==> config.mk <==
export PLATFORM = sky130hd
export DESIGN_NAME = scs_core
export DESIGN_NICKNAME = d
export VERILOG_FILES = /design/src/rtl/scs_pkg.sv /design/src/rtl/scs_sync.sv /design/src/rtl/scs_core.sv
export SDC_FILE = /design/constraint.sdc
export NUM_CORES = 1
export LEC_CHECK = 0
export BUFFER_PORTS_ARGS = -buffer_cell sky130_fd_sc_hd__buf_2
export CELL_PAD_IN_SITES_DETAIL_PLACEMENT = 0
export CELL_PAD_IN_SITES_GLOBAL_PLACEMENT = 2
export CORE_MARGIN = 2
export CORE_UTILIZATION = 36
export DETAILED_ROUTE_END_ITERATION = 8
export PLACE_DENSITY_LB_ADDON = 0.12
export SYNTH_ARGS = -nofsm -noshare
export SYNTH_HDL_FRONTEND = slang
export SYNTH_SLANG_ARGS = --single-unit
==> constraint.sdc <==
create_clock -name clk_in -period 4.9 [get_ports clk_in]
set_input_delay 0.98 -clock clk_in [delete_from_list [all_inputs] [get_ports clk_in]]
set_output_delay 0.98 -clock clk_in [all_outputs]
set_load 0.05 [all_outputs]
==> src/rtl/scs_pkg.sv <==
package scs_pkg;

  // channel count of modulator and analog threshold inputs
  localparam int unsigned CH_NUM = 8;
  localparam int unsigned CH_IDX_W = 3;

  // supervisor states
  typedef enum logic [1:0] {
    SCS_HELD,
    SCS_RUN,
    SCS_TRIP
  } scs_state_t;

  // status lamp colours
  typedef enum logic [1:0] {
    SCS_LAMP_ORANGE,
    SCS_LAMP_GREEN,
    SCS_LAMP_RED
  } scs_lamp_t;

  // fault category shown on the display
  typedef enum logic [1:0] {
    SCS_CAT_NONE,
    SCS_CAT_HW,
    SCS_CAT_SW,
    SCS_CAT_USER
  } scs_cat_t;

  // fault record latched on trip entry
  typedef struct packed {
    scs_cat_t             cat;
    logic                 thr_hit;
    logic [CH_IDX_W-1:0]  chan;
    logic                 ilk_lost;
  } scs_fault_t;

  // software error sources from the processor
  typedef struct packed {
    logic div_zero;
    logic stack_ovf;
    logic isr_one_overrun;
    logic isr_two_overrun;
  } scs_sw_err_t;

  // reset values
  localparam scs_state_t RST_STATE = SCS_HELD;
  localparam scs_fault_t RST_FAULT = '{SCS_CAT_NONE, 1'b0, 3'h0, 1'b0};
  localparam logic [CH_NUM-1:0] RST_GATE = 8'h00;
  localparam scs_lamp_t RST_LAMP = SCS_LAMP_ORANGE;
  localparam logic RST_PANEL = 1'b1;

endpackage

==> src/rtl/scs_sync.sv <==
`timescale 1ns/1ps
`default_nettype none

// three-stage synchroniser, output follows once stages two and three agree
module scs_sync #(
  parameter int unsigned W = 9
) (
  input  wire logic         clk_in,
  input  wire logic         rst_in,
  input  wire logic [W-1:0] async_in,
  output logic      [W-1:0] sync_out
);
  import scs_pkg::*;

  logic [W-1:0] s1_q, s2_q, s3_q, out_q;
  logic [W-1:0] out_d;

  // per bit: accept the new level only when the last two stages match
  always_comb begin
    out_d = out_q;
    for (int i = 0; i < W; i++) begin
      if (s2_q[i] == s3_q[i]) begin
        out_d[i] = s3_q[i];
      end
    end
  end

  // register chain
  always_ff @(posedge clk_in or posedge rst_in) begin
    if (rst_in) begin
      s1_q  <= '0;
      s2_q  <= '0;
      s3_q  <= '0;
      out_q <= '0;
    end else begin
      s1_q  <= async_in;
      s2_q  <= s1_q;
      s3_q  <= s2_q;
      out_q <= out_d;
    end
  end

  assign sync_out = out_q;

endmodule

`default_nettype wire

==> src/rtl/scs_core.sv <==
// Behaviour
// - after startup, hold state with gates inhibited
// - no gate pulses before host enable
// - enable in hold: run, modulate, green lamp
// - disable inhibits; enable restores; not in trip, where enable is ignored
// - any fault trips at once, gates off
// - lamp orange hold, green run, red trip
// - threshold exceed is hardware fault, record channel
// - interlock loss is hardware fault
// - div zero, stack, isr overrun: software fault
// - hazard status from routine: user fault
// - trip: block, warn, red, hook, then hold
// - hardware blocks outputs before software handling
// - acknowledge only when fault inputs are clear
// - display shows fault category
// - panel config open in hold, locked run
// - gate needs channel active, running, no fault
`timescale 1ns/1ps
`default_nettype none

module scs_core (
  input  wire logic                       clk_in,
  input  wire logic                       rst_in,
  input  wire logic                       enable_cmd_in,
  input  wire logic                       disable_cmd_in,
  input  wire logic [scs_pkg::CH_NUM-1:0] thr_exceed_in,
  input  wire logic                       interlock_in,
  input  wire scs_pkg::scs_sw_err_t       sw_err_in,
  input  wire logic                       user_hazard_in,
  input  wire logic                       hook_done_in,
  input  wire logic [scs_pkg::CH_NUM-1:0] chan_active_in,
  input  wire logic [scs_pkg::CH_NUM-1:0] pwm_in,
  output logic      [scs_pkg::CH_NUM-1:0] gate_out,
  output scs_pkg::scs_lamp_t              lamp_out,
  output scs_pkg::scs_state_t             state_out,
  output scs_pkg::scs_fault_t             fault_out,
  output logic                            warn_out,
  output logic                            hook_invoke_out,
  output logic                            panel_unlock_out
);
  import scs_pkg::*;

  // lowest numbered set bit of a channel vector
  function automatic logic [CH_IDX_W-1:0] first_chan(input logic [CH_NUM-1:0] v);
    logic [CH_IDX_W-1:0] idx;
    idx = '0;
    for (int i = CH_NUM - 1; i >= 0; i--) begin
      if (v[i]) begin
        idx = CH_IDX_W'(i);
      end
    end
    return idx;
  endfunction

  // colour for a state
  function automatic scs_lamp_t lamp_of(input scs_state_t s);
    case (s)
      SCS_RUN:  return SCS_LAMP_GREEN;
      SCS_TRIP: return SCS_LAMP_RED;
      default:  return SCS_LAMP_ORANGE;
    endcase
  endfunction

  logic [CH_NUM:0]   pins_sync;
  logic [CH_NUM-1:0] thr_sync;
  logic              ilk_lost;
  logic              hw_fault, sw_fault, fault_any;

  scs_state_t        state_q, state_d;
  scs_fault_t        fault_q, fault_d;
  scs_lamp_t         lamp_q, lamp_d;
  logic [CH_NUM-1:0] gate_q, gate_d;
  logic              warn_q, warn_d;
  logic              hook_q, hook_d;
  logic              panel_q, panel_d;

  // pin inputs: threshold comparators and inverted interlock life signal
  scs_sync #(
    .W (CH_NUM + 1)
  ) u_sync (
    .clk_in   (clk_in),
    .rst_in   (rst_in),
    .async_in ({~interlock_in, thr_exceed_in}),
    .sync_out (pins_sync)
  );

  // fault sources
  assign thr_sync  = pins_sync[CH_NUM-1:0];
  assign ilk_lost  = pins_sync[CH_NUM];
  assign hw_fault  = (|thr_sync) | ilk_lost;
  assign sw_fault  = |sw_err_in;
  assign fault_any = hw_fault | sw_fault | user_hazard_in;

  // next state, fault record and output values
  always_comb begin
    state_d = state_q;
    fault_d = fault_q;
    warn_d  = 1'b0;
    hook_d  = 1'b0;
    case (state_q)
      SCS_HELD: begin
        if (enable_cmd_in) begin
          state_d = SCS_RUN;
        end
      end
      SCS_RUN: begin
        if (disable_cmd_in) begin
          state_d = SCS_HELD;
        end
      end
      SCS_TRIP: begin
        if (hook_done_in && !fault_any) begin
          state_d = SCS_HELD;
          fault_d = RST_FAULT;
        end
      end
      default: begin
        state_d = SCS_TRIP;
      end
    endcase
    // any fault overrides commands, also an enable in the same cycle
    if (fault_any && state_q != SCS_TRIP) begin
      state_d          = SCS_TRIP;
      warn_d           = 1'b1;
      hook_d           = 1'b1;
      fault_d.thr_hit  = |thr_sync;
      fault_d.chan     = first_chan(thr_sync);
      fault_d.ilk_lost = ilk_lost;
      if (hw_fault) begin
        fault_d.cat = SCS_CAT_HW;
      end else if (sw_fault) begin
        fault_d.cat = SCS_CAT_SW;
      end else begin
        fault_d.cat = SCS_CAT_USER;
      end
    end
    // gates depend on next state so blocking needs no software step
    gate_d  = (state_d == SCS_RUN && !fault_any) ?
              (pwm_in & chan_active_in) : RST_GATE;
    lamp_d  = lamp_of(state_d);
    panel_d = (state_d == SCS_HELD);
  end

  // state registers
  always_ff @(posedge clk_in or posedge rst_in) begin
    if (rst_in) begin
      state_q <= RST_STATE;
      fault_q <= RST_FAULT;
      lamp_q  <= RST_LAMP;
      gate_q  <= RST_GATE;
      warn_q  <= 1'b0;
      hook_q  <= 1'b0;
      panel_q <= RST_PANEL;
    end else begin
      state_q <= state_d;
      fault_q <= fault_d;
      lamp_q  <= lamp_d;
      gate_q  <= gate_d;
      warn_q  <= warn_d;
      hook_q  <= hook_d;
      panel_q <= panel_d;
    end
  end

  // outputs straight from flip-flops
  assign gate_out         = gate_q;
  assign lamp_out         = lamp_q;
  assign state_out        = state_q;
  assign fault_out        = fault_q;
  assign warn_out         = warn_q;
  assign hook_invoke_out  = hook_q;
  assign panel_unlock_out = panel_q;
endmodule

`default_nettype wire

==> impl_metrics.ini, run 1 <==
[floorplan]
row_count = 26
fp.coreArea_um2 = 5140
ioPinCount = 57
die_x_um = 77.0
initial_core_util_pct = 37.3
dieHeight_um = 77.0
dieArea_um2 = 5930

[global_route]
met3_usage_pct = 6.71
grt_util_met2_pct = 17.5
grt_pass1_vias = 1189
antenna_found_initial = 0
grt_usage_pct = 12.8
grt_max_degree = 58
grt_overflow_total = 0
grt_util_met1_pct = 16.1
grt_pass1_wl_um = 5640
grt-busiest-layer = met2

[yosys]
syn_nets = 167
synth_edf_count = 0
synthTopCellsByArea = dfrtp_1, maj3_1, and3_1
synth.top_cells.by_count = dfrtp_1, a21oi_1, maj3_1
yosysTopAreaCell = dfrtp_1
ys_warn_count = 0
syn_inst = 132
netlist.area_leader.share_pct = 73.1
avgSynthCellArea_um2 = 14.5
ys_ff_latch = 57
yosys_most_used_dff = dfrtp_1
yosysSeqAreaShare_pct = 74.4
syn-cell-area_um2 = 1920
yosysMostFrequentCell = dfrtp_1
async_reset_ff_share_pct = 100
synth_cell_type_count = 30

[clock_network]
cts_buffers = 9
path_clk_slew_ns = 0.06
cts_hold_buf = 0
cts-root-buf = clkbuf_8
cts_tree = done
cts_buffer_depth = 2
cts_resized = 0
clock-sinks = 57
postCtsSetupBuffers = 0
htree_num_levels = 3
insertion_delay_ns = 0.32

[worst_setup_path]
cp.arrival_ns = 2.29
path_max_fanout = 7
critPathLaunchType = input port
timing.rr.start = u_sync.sync_out[2]
rr_worst_depth = 6
critPathCapture = fault_out[2]
crit_start = sw_err_in[1]
crit_required_ns = 5.10
reg2reg_to = fault_out[2]
regToRegSetupSlack_ns = 2.95
crit_path_end_kind = flip-flop
critPathKind = in -> reg

[place]
place.gp.congestion = 0.742
placed_cells = 257
dpl.hpwl_um = 2220
dp_slack_ns = 2.45
numPortBuffers = 56

[hold_path]
hp-start = u_sync.s1_q[1]
min_path_type = reg -> reg

[route]
drc = 0
ant_nets = 0
wirelength_um = 3210
first_pass_iters = 4
wl_per_cell_um = 11.8
via_per_inst = 4.39
initialDrtViolationCount = 27
vias = 1199

[flow_run]
drv_cap = 0

[final_layout]
fillCellCount = 497
drive_above_1_share_pct = 40.4
multi_input_area_um2 = 455
fin_nets = 233
register_area_um2 = 1430
syn_to_final_growth_pct = 32.2
stdcell_count = 273
antenna_cells = 0
final_util_pct = 49.3

[power]
peakVddDrop_mv = 0.306
p_leak_nw = 1.27
power.density_nw_per_um2 = 433

[timing]
tightest_slew_ns = 0.693
relSlewSlack_pct = 53.8
timing.setup.tns_ns = 0
setup-violations-final = 0
hold_ws_ns = 0.347
fmax_mhz = 478
slew_violations = 0
setup_ws_ns = 2.81
hold_viol_final = 0
fin_worst_skew_ns = 0.00738
fin_crit_ns = 2.09
rsz0062_at_grt = no
fin_crit_sh_pct = 42.7

[run_status]
status = finished clean
placed cells by master (no fill, tap or decap), types with 4 or more instances in the layout:
| cell | count |
|---|---|
| maj3_1 | 9 |
| o21ai_0 | 4 |
| inv_1 | 4 |
| nor2_1 | 7 |
| dfrtp_1 | 56 |
| clkbuf_8 | 11 |
| buf_2 | 56 |
| a21oi_1 | 9 |
| nand2_1 | 7 |
| and3_1 | 8 |
power by group:
part | switching (mW) | internal, mW
combinational | 0.0274 | 0.0218
sequential | 0.0149 | 0.492
clock | 0.174 | 0.367
total | 0.216 | 0.880
critical path, cell delays in order:
cell and delay (ns):
buf_2 0.10, nor4_1 0.47, and2b_1 0.31, a21o_4 0.19, inv_2 0.06, o311ai_1 0.08
a21oi_1 0.10
registers in the layout, summed over array words and instances, names as in the netlist:
register          flops
u_sync.s2_q           9
gate_out              8
u_sync.s3_q           9
u_sync.s1_q           9
state_out             2
panel_unlock_out      1
hook_invoke_out       1
u_sync.sync_out       9
lamp_out              2
fault_out             7
logic make-up (layout without fill, tap and decap cells):
logic type      Yosys count  count (layout)  synth area share (%)
fa+ha+maj                 9               9                  4.70
compound gates           17              17                  5.41
buf+inv                   8              79                  1.83
flops                    57              57                  74.4
mux                       1               1                 0.522
simple gates             40              40                  13.1
cell type report:
| type | count | area share [%] |
|---|---|---|
| Inverter | 6 | 0.888 |
| Clock inverter | 4 | 3.90 |
| Tap cell | 70 | 3.46 |
| Clock buffer | 12 | 6.12 |
| Sequential cell | 57 | 56.3 |
| Multi-Input combinational cell | 67 | 18.0 |
| Timing Repair Buffer | 57 | 11.4 |
layer usage:
layer  part of all wire (%)  wire length [um]
met1                     44              1420
met2                     44              1430
met3                    8.8               284
met4                    2.5                80
met5                      0                 0
per-stage QoR:
stage	area [um2]	power, mW
after global placement	2280	0.564
after detailed placement	2280	0.566
after CTS	2530	1.11
after floorplan	1920	0.541
final	2530	1.10
after global routing	2530	1.15
worst min-delay path by stage:
stage / to / slack, ns / cells past startpoint
global route: u_sync.s2_q[2] / 0.36 / 0
floorplan: u_sync.s2_q[0] / 0.33 / 0
detailed placement: u_sync.s2_q[3] / 0.34 / 0
CTS: u_sync.s2_q[3] / 0.35 / 0
global placement: u_sync.s2_q[2] / 0.33 / 0
finish: u_sync.s2_q[1] / 0.35 / 0
Power figures use the tool's default switching activity.
==> run 2, diff against run 1 <==
--- a/config.mk
+++ b/config.mk
@@ -9,7 +9,7 @@
 export CELL_PAD_IN_SITES_DETAIL_PLACEMENT = 0
 export CELL_PAD_IN_SITES_GLOBAL_PLACEMENT = 2
 export CORE_MARGIN = 2
-export CORE_UTILIZATION = 36
+export CORE_UTILIZATION = 33
 export DETAILED_ROUTE_END_ITERATION = 8
 export PLACE_DENSITY_LB_ADDON = 0.12
 export SYNTH_ARGS = -nofsm -noshare
==> constraint.sdc (replaced) <==
create_clock -name clk_in -period 2 [get_ports clk_in]
set_input_delay 0.4 -clock clk_in [delete_from_list [all_inputs] [get_ports clk_in]]
set_output_delay 0.4 -clock clk_in [all_outputs]
set_load 0.05 [all_outputs]
==> impl_metrics.ini, run 2 (synthesized netlist as in run 1, its figures left out) <==
[run_status]
status = finished clean

[worst_setup_path]
reg2reg_to = gate_out[6]
timing.rr.start = u_sync.sync_out[5]
rr_worst_depth = 6
regToRegSetupSlack_ns = 0.09
critPathLaunchType = flip-flop
critPathKind = reg -> reg
crit_required_ns = 2.25
cp.arrival_ns = 2.17
path_max_fanout = 9
crit_path_end_kind = flip-flop

[final_layout]
drive_above_1_share_pct = 41.8
antenna_cells = 0
syn_to_final_growth_pct = 30.7
most-common-layout-cells = dfrtp_1, buf_2, clkbuf_8, maj3_1, a21oi_1
postLayoutCellArea_um2 = 2510
final_util_pct = 45.0
fin_nets = 238
stdcell_count = 280

[place]
place.gp.congestion = 0.753
numPortBuffers = 56
dpl.hpwl_um = 2490
placed_cell_area_um2 = 2330
placed_cells = 263

[power]
clockPowerShare_pct = 39.6
p_seq_share_pct = 54.4
power.density_nw_per_um2 = 909
p_int_mw = 1.75
comb_power_share_pct = 6.0
total_power_mw = 2.28
swShare_pct = 23.3
p_sw_mw = 0.532
p_leak_nw = 1.26
peakVddDrop_mv = 0.414

[route]
wirelength_um = 3410
first_pass_iters = 4
wl_per_cell_um = 12.2
via_per_inst = 4.31
vias = 1208
initialDrtViolationCount = 46
ant_nets = 0
drc = 0

[timing]
fmax_mhz = 522
hold_ws_ns = 0.117
slew_violations = 0
fin_crit_sh_pct = 95.7
fin_crit_ns = 1.91
hold_viol_final = 0
tightest_slew_ns = 0.522
setup-violations-final = 0
fin_worst_skew_ns = 0.00469
relSlewSlack_pct = 65.1

[clock_network]
clock-sinks = 57
cts_hold_buf = 0
cts-root-buf = clkbuf_8
htree_num_levels = 3
cts_tree = done
cts_buffers = 9
insertion_delay_ns = 0.31
path_clk_slew_ns = 0.06
cts_buffer_depth = 2

[flow_run]
drv_cap = 0

[global_route]
grt_max_degree = 35
grt-busiest-layer = met2
grt_pass1_wl_um = 5710
grt_usage_pct = 12.0
antenna_found_initial = 0
met3_usage_pct = 3.82
grt_pass1_vias = 1263
grt_util_met1_pct = 14.7
grt_overflow_total = 0
grt_util_met2_pct = 18.1

[floorplan]
initial_core_util_pct = 34.4
dieHeight_um = 80.2
die_x_um = 80.2
ioPinCount = 57
row_count = 27
dieArea_um2 = 6440
fp.coreArea_um2 = 5570

[hold_path]
min_path_type = in -> async
==> run 2: cell types whose count changed in the layout (fill, tap and decap cells not counted), sizes merged <==
cell,previous run,this run
buf,57,62
bufinv,3,0
clkinv,1,4
clkbuf,12,11
clkinvlp,0,1
==> run 2: critical path, cell delays in order (launching register included) <==
cell     delay [ns]
dfrtp_1        0.43
or4_4          0.58
nor3b_4        0.23
buf_4          0.18
nand3_4        0.08
nor2_4         0.19
and3_1         0.18
==> run 2: how the worst max path moves through the flow <==
| stage | start | end | slack (ns) |
|---|---|---|---|
| 6_report | u_sync.sync_out[5] | gate_out[6] | 0.09 |
| 5_1_grt | u_sync.sync_out[5] | gate_out[2] | -0.01 |
| 4_1_cts | u_sync.sync_out[5] | fault_out[2] | 0.03 |
| 3_5_place_dp | u_sync.sync_out[5] | fault_out[2] | 0.05 |
| 3_3_place_gp | u_sync.sync_out[5] | fault_out[2] | 0.11 |
| 2_1_floorplan | u_sync.sync_out[5] | fault_out[4] | 0.17 |
==> run 2: through the flow <==
stage	setup slack [ns]	setup TNS, ns
floorplan	0.173	0
detailed placement	0.0515	0
finish	0.0858	0
global route	-0.0105	-0.0230
global placement	0.112	0
CTS	0.0318	0
==> run 2: layer usage <==
layer / vias to the layer above / part of all wire [%] / routed length (um)
met4: 0 / 1.7 / 57
met3: 6 / 6.7 / 230
met2: 41 / 46 / 1580
met5: - / 0 / 0
li1: 590 / - / -
met1: 571 / 45 / 1540
==> run 2: area by class of cell <==
cell class | count | area (um2)
inverters | 6 | 22.5
well taps | 72 | 90.1
multi-input cells | 67 | 455
flip-flops and latches | 57 | 1430
fillers | 527 | 3070
repair buffers | 62 | 338
clock buffers | 11 | 141
clock inverters | 5 | 31.3
==> run 2: power by group through the flow <==
stage                     sequential (mW)  combinational [mW]  clock, mW
final                                1.24               0.136      0.902
after detailed placement             1.26               0.140          0
after global routing                 1.24               0.156       1.01
after global placement               1.26               0.137          0
after CTS                            1.24               0.141      0.945
after floorplan                      1.27              0.0561          0
==> run 2: what timing repair did <==
action,4_1_cts,5_1_grt
resized for setup,0,0
setup endpoints to repair,0,10
setup buffers,0,1
